==> config.mk <==
export PLATFORM = sky130hd
export DESIGN_NAME = gpcs_top
export DESIGN_NICKNAME = d
export VERILOG_FILES = /design/src/hdl/gpcs_pkg.sv /design/src/hdl/gpcs_sync.sv /design/src/hdl/gpcs_top.sv
export SDC_FILE = /design/constraint.sdc
export NUM_CORES = 1
export LEC_CHECK = 0
export BUFFER_PORTS_ARGS = -buffer_cell sky130_fd_sc_hd__buf_2
export CORE_MARGIN = 3
export CORE_UTILIZATION = 30
export CTS_CLUSTER_SIZE = 8
export DETAILED_ROUTE_END_ITERATION = 10
export GPL_ROUTABILITY_DRIVEN = 0
export SLEW_MARGIN = 20
export SYNTH_ARGS = -nofsm -noshare
export SYNTH_HDL_FRONTEND = slang
export SYNTH_SLANG_ARGS = --single-unit
==> constraint.sdc <==
create_clock -name sys_clk -period 2.4 [get_ports sys_clk]
set_input_delay 0.24 -clock sys_clk [delete_from_list [all_inputs] [get_ports sys_clk]]
set_output_delay 0.24 -clock sys_clk [all_outputs]
set_load 0.05 [all_outputs]
==> src/hdl/gpcs_pkg.sv <==
// shared constants and carrier types for the gigabit pcs block
// assumes one 250 MHz system clock and an external 8b10b coder
package gpcs_pkg;
  // code groups as 8-bit values
  localparam logic [7:0] CG_COMMA = 8'hBC;
  localparam logic [7:0] CG_SOP = 8'hFB;
  localparam logic [7:0] CG_EOP = 8'hFD;
  localparam logic [7:0] CG_EXT = 8'hF7;
  localparam logic [7:0] CG_ERR = 8'hFE;
  localparam logic [7:0] CG_IDLE2 = 8'h50;
  localparam logic [7:0] CG_CFG1 = 8'hB5;
  localparam logic [7:0] CG_CFG2 = 8'h42;
  localparam logic [7:0] GMII_EXT_BYTE = 8'h0F;
  // timing
  localparam int CLK_PERIOD_NS = 4;
  localparam int LINK_TIMER_NS = 10_000_000;
  localparam int LOSS_RESTART_NS = 1_000_000;
  localparam int LINK_TIMER_CYC = LINK_TIMER_NS / CLK_PERIOD_NS;
  localparam int LOSS_RESTART_CYC = LOSS_RESTART_NS / CLK_PERIOD_NS;
  // sync thresholds
  localparam logic [2:0] SYNC_ACQ_COMMAS = 3'h3;
  localparam logic [2:0] SYNC_LOSS_BAD = 3'h4;
  // ability word fields
  localparam int ABIL_ACK_BIT = 14;
  localparam int ABIL_FD_BIT = 5;
  localparam int ABIL_PAUSE_BIT = 7;
  localparam logic [1:0] ABIL_MATCH_CNT = 2'h3;
  localparam logic [15:0] ABIL_RESET = 16'h0000;

  typedef struct packed {
    logic k;
    logic [7:0] d;
  } gpcs_cg_t;
endpackage

==> src/hdl/gpcs_sync.sv <==
// code-group alignment tracker and loss-of-alignment restart timer
// assumes decoded groups and error flags arrive registered on sys_clk
`timescale 1ns/1ps
module gpcs_sync import gpcs_pkg::*; #(
  parameter int LOSS_CYC = LOSS_RESTART_CYC
) (
  // clock and reset
  input wire logic sys_clk,
  input wire logic srst,
  // incoming groups
  input gpcs_cg_t cg_in,
  input wire logic code_err,
  input wire logic signal_detect,
  // aligned groups out
  output gpcs_cg_t cg_out,
  output logic cg_valid,
  output logic sync_ok,
  output logic restart
);
  typedef enum logic [2:0] {
    SY_LOSS = 3'b001,
    SY_ACQ = 3'b010,
    SY_OK = 3'b100
  } gpcs_sy_t;

  gpcs_sy_t st_q, st_d;
  logic [2:0] cnt_q, cnt_d;
  logic [31:0] lost_q, lost_d;
  logic restart_q, restart_d;
  logic comma;

  assign comma = cg_in.k && (cg_in.d == CG_COMMA);

  // alignment state, comma and bad-group counting
  always_comb begin
    st_d = st_q;
    cnt_d = cnt_q;
    unique case (st_q)
      SY_LOSS: begin
        cnt_d = 3'h0;
        if (comma && !code_err) begin
          st_d = SY_ACQ;
          cnt_d = 3'h1;
        end
      end
      SY_ACQ: begin
        if (code_err) begin
          st_d = SY_LOSS;
        end else if (comma) begin
          cnt_d = cnt_q + 3'h1;
          if (cnt_q == SYNC_ACQ_COMMAS - 3'h1) begin
            st_d = SY_OK;
            cnt_d = 3'h0;
          end
        end
      end
      SY_OK: begin
        if (code_err) begin
          cnt_d = cnt_q + 3'h1;
          if (cnt_q == SYNC_LOSS_BAD - 3'h1) begin
            st_d = SY_LOSS;
          end
        end else begin
          cnt_d = 3'h0;
        end
      end
    endcase
    if (!signal_detect) begin
      st_d = SY_LOSS;
    end
    // long loss of alignment asks negotiation to start again
    lost_d = (st_q == SY_OK) ? 32'h0 : lost_q + 32'h1;
    restart_d = 1'b0;
    if (lost_q == 32'(LOSS_CYC - 1)) begin
      restart_d = 1'b1;
      lost_d = 32'h0;
    end
  end

  // registers
  always_ff @(posedge sys_clk) begin
    if (srst) begin
      st_q <= SY_LOSS;
      cnt_q <= 3'h0;
      lost_q <= 32'h0;
      restart_q <= 1'b0;
    end else begin
      st_q <= st_d;
      cnt_q <= cnt_d;
      lost_q <= lost_d;
      restart_q <= restart_d;
    end
  end

  assign cg_out = cg_in;
  assign cg_valid = (st_q == SY_OK) && !code_err;
  assign sync_ok = (st_q == SY_OK);
  assign restart = restart_q;
endmodule

==> src/hdl/gpcs_top.sv <==
// gigabit pcs: transmit coding, receive decoding, alignment and negotiation
// assumes a mac on the gmii side and a serdes doing 8b10b on the group side
`timescale 1ns/1ps
module gpcs_top import gpcs_pkg::*; #(
  parameter int LINK_CYC = LINK_TIMER_CYC,
  parameter int LOSS_CYC = LOSS_RESTART_CYC
) (
  // clock and reset
  input wire logic sys_clk,
  input wire logic srst,
  // gmii transmit from mac
  input wire logic [7:0] tx_d,
  input wire logic tx_en,
  input wire logic tx_er,
  // gmii receive to mac
  output logic [7:0] rx_d,
  output logic rx_dv,
  output logic rx_er,
  // code groups to serdes
  output logic [7:0] tx_data,
  output logic tx_kcntl,
  output logic correct_disp,
  output logic xmit_autoneg,
  // code groups from serdes
  input wire logic [7:0] rx_data,
  input wire logic rx_kcntl,
  input wire logic rx_cv_err,
  input wire logic rx_disp_err,
  input wire logic signal_detect,
  // management
  input wire logic [15:0] adv_ability,
  input wire logic negotiation_enable,
  output logic [15:0] lp_adv_ability,
  output logic page_received,
  output logic an_complete,
  output logic full_duplex,
  output logic pause_agreed,
  output logic sync_status
);
  if (LINK_CYC < 2 || LOSS_CYC < 2) begin : g_chk
    $error("timer counts must be at least 2");
  end

  typedef enum logic [3:0] {
    TX_IDLE = 4'b0001,
    TX_DATA = 4'b0010,
    TX_END = 4'b0100,
    TX_CFG = 4'b1000
  } gpcs_tx_t;
  typedef enum logic [4:0] {
    RX_IDLE = 5'b00001,
    RX_COMMA = 5'b00010,
    RX_CFG_LO = 5'b00100,
    RX_CFG_HI = 5'b01000,
    RX_DATA = 5'b10000
  } gpcs_rx_t;
  typedef enum logic [5:0] {
    AN_OFF = 6'b000001,
    AN_RESTART = 6'b000010,
    AN_ABIL = 6'b000100,
    AN_ACK = 6'b001000,
    AN_DONE = 6'b010000,
    AN_LINK = 6'b100000
  } gpcs_an_t;

  // ---- transmit ----
  gpcs_tx_t tx_q, tx_d_st;
  logic [1:0] ph_q, ph_d;
  logic alt_q, alt_d;
  gpcs_cg_t txo_q, txo_d;
  logic disp_q, disp_d;
  logic send_cfg_q;
  logic [15:0] cfg_word_q;

  // transmit group selection from gmii byte and negotiation demand
  always_comb begin
    tx_d_st = tx_q;
    ph_d = ph_q + 2'h1;
    alt_d = alt_q;
    txo_d = '{k: 1'b1, d: CG_COMMA};
    disp_d = 1'b0;
    unique case (tx_q)
      TX_IDLE: begin
        ph_d = {1'b0, ~ph_q[0]};
        disp_d = 1'b1;
        if (ph_q[0]) begin
          txo_d = '{k: 1'b0, d: CG_IDLE2};
        end
        if (send_cfg_q && ph_q[0]) begin
          tx_d_st = TX_CFG;
          ph_d = 2'h0;
        end else if (tx_en && !send_cfg_q) begin
          txo_d = '{k: 1'b1, d: CG_SOP};
          disp_d = 1'b0;
          tx_d_st = TX_DATA;
        end
      end
      TX_DATA: begin
        if (tx_en) begin
          txo_d = tx_er ? '{k: 1'b1, d: CG_ERR} : '{k: 1'b0, d: tx_d};
        end else begin
          txo_d = '{k: 1'b1, d: CG_EOP};
          tx_d_st = TX_END;
        end
      end
      TX_END: begin
        txo_d = '{k: 1'b1, d: CG_EXT};
        if (!(tx_er && !tx_en)) begin
          tx_d_st = TX_IDLE; // extension ends when tx_er drops
          ph_d = 2'h0;
        end
      end
      TX_CFG: begin
        unique case (ph_q)
          2'h0: txo_d = '{k: 1'b1, d: CG_COMMA};
          2'h1: txo_d = '{k: 1'b0, d: alt_q ? CG_CFG2 : CG_CFG1};
          2'h2: txo_d = '{k: 1'b0, d: cfg_word_q[7:0]};
          2'h3: txo_d = '{k: 1'b0, d: cfg_word_q[15:8]};
        endcase
        if (ph_q == 2'h3) begin
          alt_d = ~alt_q;
          if (!send_cfg_q) begin
            tx_d_st = TX_IDLE;
          end
        end
      end
    endcase
  end

  // transmit registers launch each group on the clock edge
  always_ff @(posedge sys_clk) begin
    if (srst) begin
      tx_q <= TX_IDLE;
      ph_q <= 2'h0;
      alt_q <= 1'b0;
      txo_q <= '{k: 1'b1, d: CG_COMMA};
      disp_q <= 1'b0;
    end else begin
      tx_q <= tx_d_st;
      ph_q <= ph_d;
      alt_q <= alt_d;
      txo_q <= txo_d;
      disp_q <= disp_d;
    end
  end

  // ---- receive ----
  gpcs_cg_t rin_q;
  logic rerr_q;
  gpcs_cg_t fwd;
  logic fwd_ok, sync_w, restart_w;

  // input capture stage
  always_ff @(posedge sys_clk) begin
    if (srst) begin
      rin_q <= '{k: 1'b0, d: 8'h00};
      rerr_q <= 1'b0;
    end else begin
      rin_q <= '{k: rx_kcntl, d: rx_data};
      rerr_q <= rx_cv_err | rx_disp_err;
    end
  end

  gpcs_sync #(.LOSS_CYC(LOSS_CYC)) u_sync (
    .sys_clk(sys_clk),
    .srst(srst),
    .cg_in(rin_q),
    .code_err(rerr_q),
    .signal_detect(signal_detect),
    .cg_out(fwd),
    .cg_valid(fwd_ok),
    .sync_ok(sync_w),
    .restart(restart_w)
  );

  gpcs_rx_t rx_q, rx_d_st;
  logic [7:0] rxd_q, rxd_d;
  logic dv_q, dv_d, er_q, er_d, sync_q;
  logic [7:0] cfg_lo_q, cfg_lo_d;
  logic [15:0] rcfg_q, rcfg_d;
  logic rstb_q, rstb_d;

  // frame and configuration decoding of aligned groups
  always_comb begin
    rx_d_st = rx_q;
    rxd_d = 8'h00;
    dv_d = 1'b0;
    er_d = 1'b0;
    cfg_lo_d = cfg_lo_q;
    rcfg_d = rcfg_q;
    rstb_d = 1'b0;
    if (!fwd_ok && rx_q != RX_DATA) begin
      rx_d_st = RX_IDLE;
    end else begin
      unique case (rx_q)
        RX_IDLE, RX_COMMA: begin
          if (fwd.k && fwd.d == CG_SOP) begin
            rx_d_st = RX_DATA;
          end else if (fwd.k && fwd.d == CG_COMMA) begin
            rx_d_st = RX_COMMA;
          end else if (fwd.k && fwd.d == CG_EXT) begin
            rxd_d = GMII_EXT_BYTE;
            er_d = 1'b1;
            rx_d_st = RX_IDLE;
          end else if (rx_q == RX_COMMA && (fwd.d == CG_CFG1 || fwd.d == CG_CFG2)) begin
            rx_d_st = RX_CFG_LO;
          end else begin
            rx_d_st = RX_IDLE;
          end
        end
        RX_CFG_LO: begin
          cfg_lo_d = fwd.d;
          rx_d_st = RX_CFG_HI;
        end
        RX_CFG_HI: begin
          rcfg_d = {fwd.d, cfg_lo_q};
          rstb_d = 1'b1;
          rx_d_st = RX_IDLE;
        end
        RX_DATA: begin
          if (!fwd_ok) begin
            rxd_d = fwd.d; // code error or alignment loss inside a frame
            dv_d = 1'b1;
            er_d = 1'b1;
            rx_d_st = RX_IDLE;
          end else if (fwd.k && fwd.d == CG_EOP) begin
            rx_d_st = RX_IDLE;
          end else if (fwd.k) begin
            rxd_d = fwd.d;
            dv_d = 1'b1;
            er_d = 1'b1;
          end else begin
            rxd_d = fwd.d;
            dv_d = 1'b1;
          end
        end
      endcase
    end
  end

  // receive registers
  always_ff @(posedge sys_clk) begin
    if (srst) begin
      rx_q <= RX_IDLE;
      rxd_q <= 8'h00;
      dv_q <= 1'b0;
      er_q <= 1'b0;
      cfg_lo_q <= 8'h00;
      rcfg_q <= 16'h0000;
      rstb_q <= 1'b0;
      sync_q <= 1'b0;
    end else begin
      rx_q <= rx_d_st;
      rxd_q <= rxd_d;
      dv_q <= dv_d;
      er_q <= er_d;
      cfg_lo_q <= cfg_lo_d;
      rcfg_q <= rcfg_d;
      rstb_q <= rstb_d;
      sync_q <= sync_w;
    end
  end

  // ---- auto-negotiation ----
  gpcs_an_t an_q, an_d;
  logic [31:0] tmr_q, tmr_d;
  logic [1:0] mcnt_q, mcnt_d;
  logic [15:0] last_q, last_d, lp_q, lp_d, cw_d;
  logic page_q, page_d, done_q, done_d, fd_q, fd_d, pz_q, pz_d, act_q, act_d, scfg_d;
  logic [15:0] ack_mask;

  assign ack_mask = ~(16'h1 << ABIL_ACK_BIT);

  // link configuration exchange with the partner
  always_comb begin
    an_d = an_q;
    tmr_d = tmr_q + 32'h1;
    mcnt_d = mcnt_q;
    last_d = last_q;
    lp_d = lp_q;
    page_d = page_q;
    done_d = 1'b0;
    unique case (an_q)
      AN_OFF: begin
        if (negotiation_enable) begin
          an_d = AN_RESTART;
          tmr_d = 32'h0;
        end
      end
      AN_RESTART: begin
        page_d = 1'b0;
        mcnt_d = 2'h0;
        if (tmr_q == 32'(LINK_CYC - 1)) begin
          an_d = AN_ABIL;
        end
      end
      AN_ABIL: begin
        // a zero word restarts only once matched, so one stale restart word is harmless
        if (rstb_q) begin
          last_d = rcfg_q & ack_mask;
          mcnt_d = ((rcfg_q & ack_mask) == last_q) ? mcnt_q + 2'h1 : 2'h0;
          if ((rcfg_q & ack_mask) == last_q && mcnt_q == ABIL_MATCH_CNT - 2'h1) begin
            if (rcfg_q == 16'h0000) begin
              an_d = AN_RESTART;
              tmr_d = 32'h0;
            end else begin
              lp_d = rcfg_q;
              page_d = 1'b1;
              an_d = AN_ACK;
            end
          end
        end
      end
      AN_ACK: begin
        if (rstb_q && rcfg_q[ABIL_ACK_BIT] && (rcfg_q & ack_mask) == (lp_q & ack_mask)) begin
          lp_d = rcfg_q;
          an_d = AN_DONE;
          tmr_d = 32'h0;
        end
      end
      AN_DONE: begin
        mcnt_d = 2'h0;
        if (tmr_q == 32'(LINK_CYC - 1)) begin
          an_d = AN_LINK;
        end
      end
      AN_LINK: begin
        done_d = 1'b1;
        // words still in flight from the last sets must not restart the link
        if (rstb_q) begin
          mcnt_d = mcnt_q + 2'h1;
          if (mcnt_q == ABIL_MATCH_CNT - 2'h1) begin
            an_d = AN_RESTART; // partner restarted
            tmr_d = 32'h0;
          end
        end
      end
    endcase
    if (an_q == AN_ACK && rstb_q && rcfg_q == 16'h0000) begin
      an_d = AN_RESTART;
      tmr_d = 32'h0;
    end
    if (restart_w && an_q != AN_OFF) begin
      an_d = AN_RESTART;
      tmr_d = 32'h0;
    end
    if (!negotiation_enable) begin
      an_d = AN_OFF;
      page_d = 1'b0;
      done_d = 1'b0;
    end
    act_d = (an_d != AN_OFF) && (an_d != AN_LINK);
    scfg_d = act_d;
    cw_d = (an_d == AN_RESTART) ? 16'h0000 : adv_ability;
    if (an_d == AN_ACK || an_d == AN_DONE) begin
      cw_d[ABIL_ACK_BIT] = 1'b1;
    end
    fd_d = adv_ability[ABIL_FD_BIT] & lp_d[ABIL_FD_BIT];
    pz_d = adv_ability[ABIL_PAUSE_BIT] & lp_d[ABIL_PAUSE_BIT];
  end

  // negotiation registers
  always_ff @(posedge sys_clk) begin
    if (srst) begin
      an_q <= AN_OFF;
      tmr_q <= 32'h0;
      mcnt_q <= 2'h0;
      last_q <= ABIL_RESET;
      lp_q <= ABIL_RESET;
      page_q <= 1'b0;
      done_q <= 1'b0;
      fd_q <= 1'b0;
      pz_q <= 1'b0;
      act_q <= 1'b0;
      send_cfg_q <= 1'b0;
      cfg_word_q <= 16'h0000;
    end else begin
      an_q <= an_d;
      tmr_q <= tmr_d;
      mcnt_q <= mcnt_d;
      last_q <= last_d;
      lp_q <= lp_d;
      page_q <= page_d;
      done_q <= done_d;
      fd_q <= fd_d;
      pz_q <= pz_d;
      act_q <= act_d;
      send_cfg_q <= scfg_d;
      cfg_word_q <= cw_d;
    end
  end

  // outputs straight from registers
  assign tx_data = txo_q.d;
  assign tx_kcntl = txo_q.k;
  assign correct_disp = disp_q;
  assign xmit_autoneg = act_q;
  assign rx_d = rxd_q;
  assign rx_dv = dv_q;
  assign rx_er = er_q;
  assign lp_adv_ability = lp_q;
  assign page_received = page_q;
  assign an_complete = done_q;
  assign full_duplex = fd_q;
  assign pause_agreed = pz_q;
  assign sync_status = sync_q;
endmodule

==> results.md <==
- Max cap viols: 0
- Critical Path AT: 2630 ps
- Peak supply drop: 0.000502 V
- CP startpoint: mcnt_q[0]
- Layout area overhead: 23.7%
- Worst-Margin Slew: 652 ps
- Detailed Place HPWL: 15500 microns
- Top cells by area, synth: dfxtp_1, nor2_1, xor2_1
- Pwr Density: 629 mW/mm^2
- RSZ-0062 raised after global routing: true
- Synth Cell Area: 0.00874 sq mm
- Number of synthesized flops with an enable pin: 0
- Clk_skew: 13.0 ps
- Netlist cell types: 63
- Area share of the largest cell type after synthesis: 0.456
- Leading cell type in the layout, fill and taps excluded: dfxtp_1
- Vias per Instance: 4.86
- Per-cell routed wire length: 14.5 microns
- Die Ht: 177 microns
- Vias in the first global route: 6907
- H-Tree Depth: 4
- Layout Nets: 1156
- CTS tree: yes
- R2R Path Start: mcnt_q[0]
- Total track usage: 0.138
- CTS clk-pin slew, worst paths: 70 ps
- Synthesis-stage register bit count: 199
- Sequential area share after synthesis: 0.456
- Core footprint: 0.0282 sq mm
- Post-Syn Instances: 984
- CP Class: reg2reg
- Share of cells above drive strength 1: 0.197
- PortBufs: 82
- Register Area: 0.00399 sq mm
- Clock period minus worst slack: 2320 ps
- Initial Util: 0.309
- P_leak: 4.50 nW
- Initial antenna violation count: 0
- Horiz. Die Dim: 177 microns
- Non-filler cells, final: 1496
- Status: finished clean
- Root Driver: clkbuf_16
- Slew HR: 0.559
- Area occupied by multi-input gates: 0.00459 sq mm
- Insertion delay to the later sink of the worst-skew pair: 430 ps
- Filler cell count: 2867
- Antenna fix cells: 0
- CP Capture Type: flop
- Final hold violation count: 0
- Clock Path Buffers: 2
- Yosys top cell by area: dfxtp_1
- Top FF cell, synth: dfxtp_1
- Worst slack, placed: 73.4 ps
- Reg-to-reg endpoint: cfg_word_q[14]
- Crit-path max FO: 4
- Total wire length: 21700 microns
- Max Clk Rate: 432 MHz
- Grt total ovfl: 0
- Most frequent cells in the layout: dfxtp_1, nor2_1, buf_2
- Critical Path Start Type: flop
- Residual DRC count: 0
- Hold path start: adv_ability[4]
- Final Power: 6.79 mW
- Final period utilization: 0.965
- Global-route wire length before repair: 35300 microns
- Worst Hold Path EP: cfg_word_q[4]
- Setup WS post-layout: 82.9 ps
- Initial DRT Pass Iterations: 5
- Row Count: 61
- Yosys Warn Count: 0
- Final setup fails: 0
- Asr flop ratio synth: 0
- Largest net degree at the start of global routing: 51
- Dpl cells: 1445
- Num CTS Buffers: 17
- # clock sinks: 199
- Iter 0 DRT Violations: 384
- Die ar.: 0.0312 sq mm
- Post-Syn Area per Cell: 8.88 sq um
- Io pins: 83
- CP Data Required Time: 2720 ps
- Reg2Reg Depth: 9
- Slew Limit Fails: 0
- Final non-filler cell area: 0.0108 sq mm
- Worst hold path class: in2reg
- Detail Route Antenna Nets: 0
- Total number of vias: 7278
- Mapped Nets: 1035
- Placed cell area: 0.00987 sq mm
- R2R Setup Slk: 80 ps
- Min-Delay Path Depth: 2
- Final Util: 0.383
-- state kept, by name, indices dropped and copies added, names as in the netlist, 5 cells and up --
| register | cells |
|---|---|
| an_q | 6 |
| u_sync.lost_q | 32 |
| rx_q | 5 |
| lp_adv_ability | 16 |
| cfg_word_q | 16 |
| tmr_q | 32 |
| rcfg_q | 16 |
| tx_data | 8 |
| cfg_lo_q | 8 |
| rin_q | 9 |
| rx_d | 8 |
| last_q | 15 |
-- cells in the mapped netlist, drive strengths merged (14+ instances only) --
library cell and count:
a21oi 42, and2 24, and3 19, clkbuf 44, dfxtp 199, inv 18, mux2i 39, nand2 61
nand3 41, nand4 21, nor2 152, nor2b 14, nor3 14, nor4 32, o21ai 34, xnor2 36
xor2 55
-- layout make-up --
| type | instances | area share |
|---|---|---|
| multi-input cells | 713 | 0.425 |
| clock buffers | 17 | 0.0394 |
| repair buffers | 156 | 0.0998 |
| well taps | 378 | 0.0437 |
| inverters | 18 | 0.00625 |
| clock inverters | 15 | 0.0171 |
| flip-flops and latches | 199 | 0.369 |
-- repair_timing --
item	in CTS	in global routing
gates resized for setup	0	39
endpoints found under the hold margin	9	0
hold buffers	10	0
setup buffers	0	4
setup endpoints to repair	0	59
-- power breakdown --
group / total (mW) / internal [mW] / switching [mW] / leakage (nW)
registers: 3.41 / 3.36 / 0.0503 / 1.62
clock network: 2.91 / 1.50 / 1.41 / 0.296
logic: 0.469 / 0.183 / 0.285 / 2.59
-- layer usage --
layer  routed length (microns)  vias to the layer above  global-route usage  part of all wire
met5                         0                        -                   0                 0
met4                       244                        0              0.0367             0.011
met3                      1180                       19              0.0328             0.054
met2                      9810                      152               0.219              0.45
met1                     10400                     3416               0.189              0.48
li1                          -                     3691                   -                 -
-- worst max-delay path by stage --
stage / end / slack, ps / cells past startpoint
2_1_floorplan: cfg_word_q[14] / 0.6 / 7
3_3_place_gp: cfg_word_q[14] / 90 / 8
3_5_place_dp: cfg_word_q[14] / 70 / 8
4_1_cts: cfg_word_q[14] / 60 / 8
5_1_grt: tmr_q[0] / -40 / 11
6_report: cfg_word_q[14] / 80 / 9
-- kinds of logic (layout without fill, tap and decap cells) --
family | Yosys count | in the layout | synth area share
AO/OA/AOI/OAI | 132 | 132 | 0.100
XOR/XNOR | 91 | 91 | 0.0912
adder cells (fa/ha/maj) | 10 | 10 | 0.0143
buffers and inverters | 72 | 206 | 0.0329
flip-flops | 199 | 199 | 0.456
multiplexers | 40 | 40 | 0.0460
AND/OR/NAND/NOR | 440 | 440 | 0.259
-- metrics by stage --
step,setup TNS (ps),hold slack [ps]
after floorplan,0,332
after global placement,0,439
after detailed placement,0,448
after CTS,0,2.44
after global routing,-870,4.65
final,0,24.3
-- critical path: stages, from the launching register on --
cell and delay (ps):
dfxtp_2 330, inv_2 60, ha_4 120, nand2_2 50, or4_4 530, nor4_4 270
buf_4 180, and3_4 210, o41ai_4 100, a221o_1 360
Power figures use the tool's default switching activity.
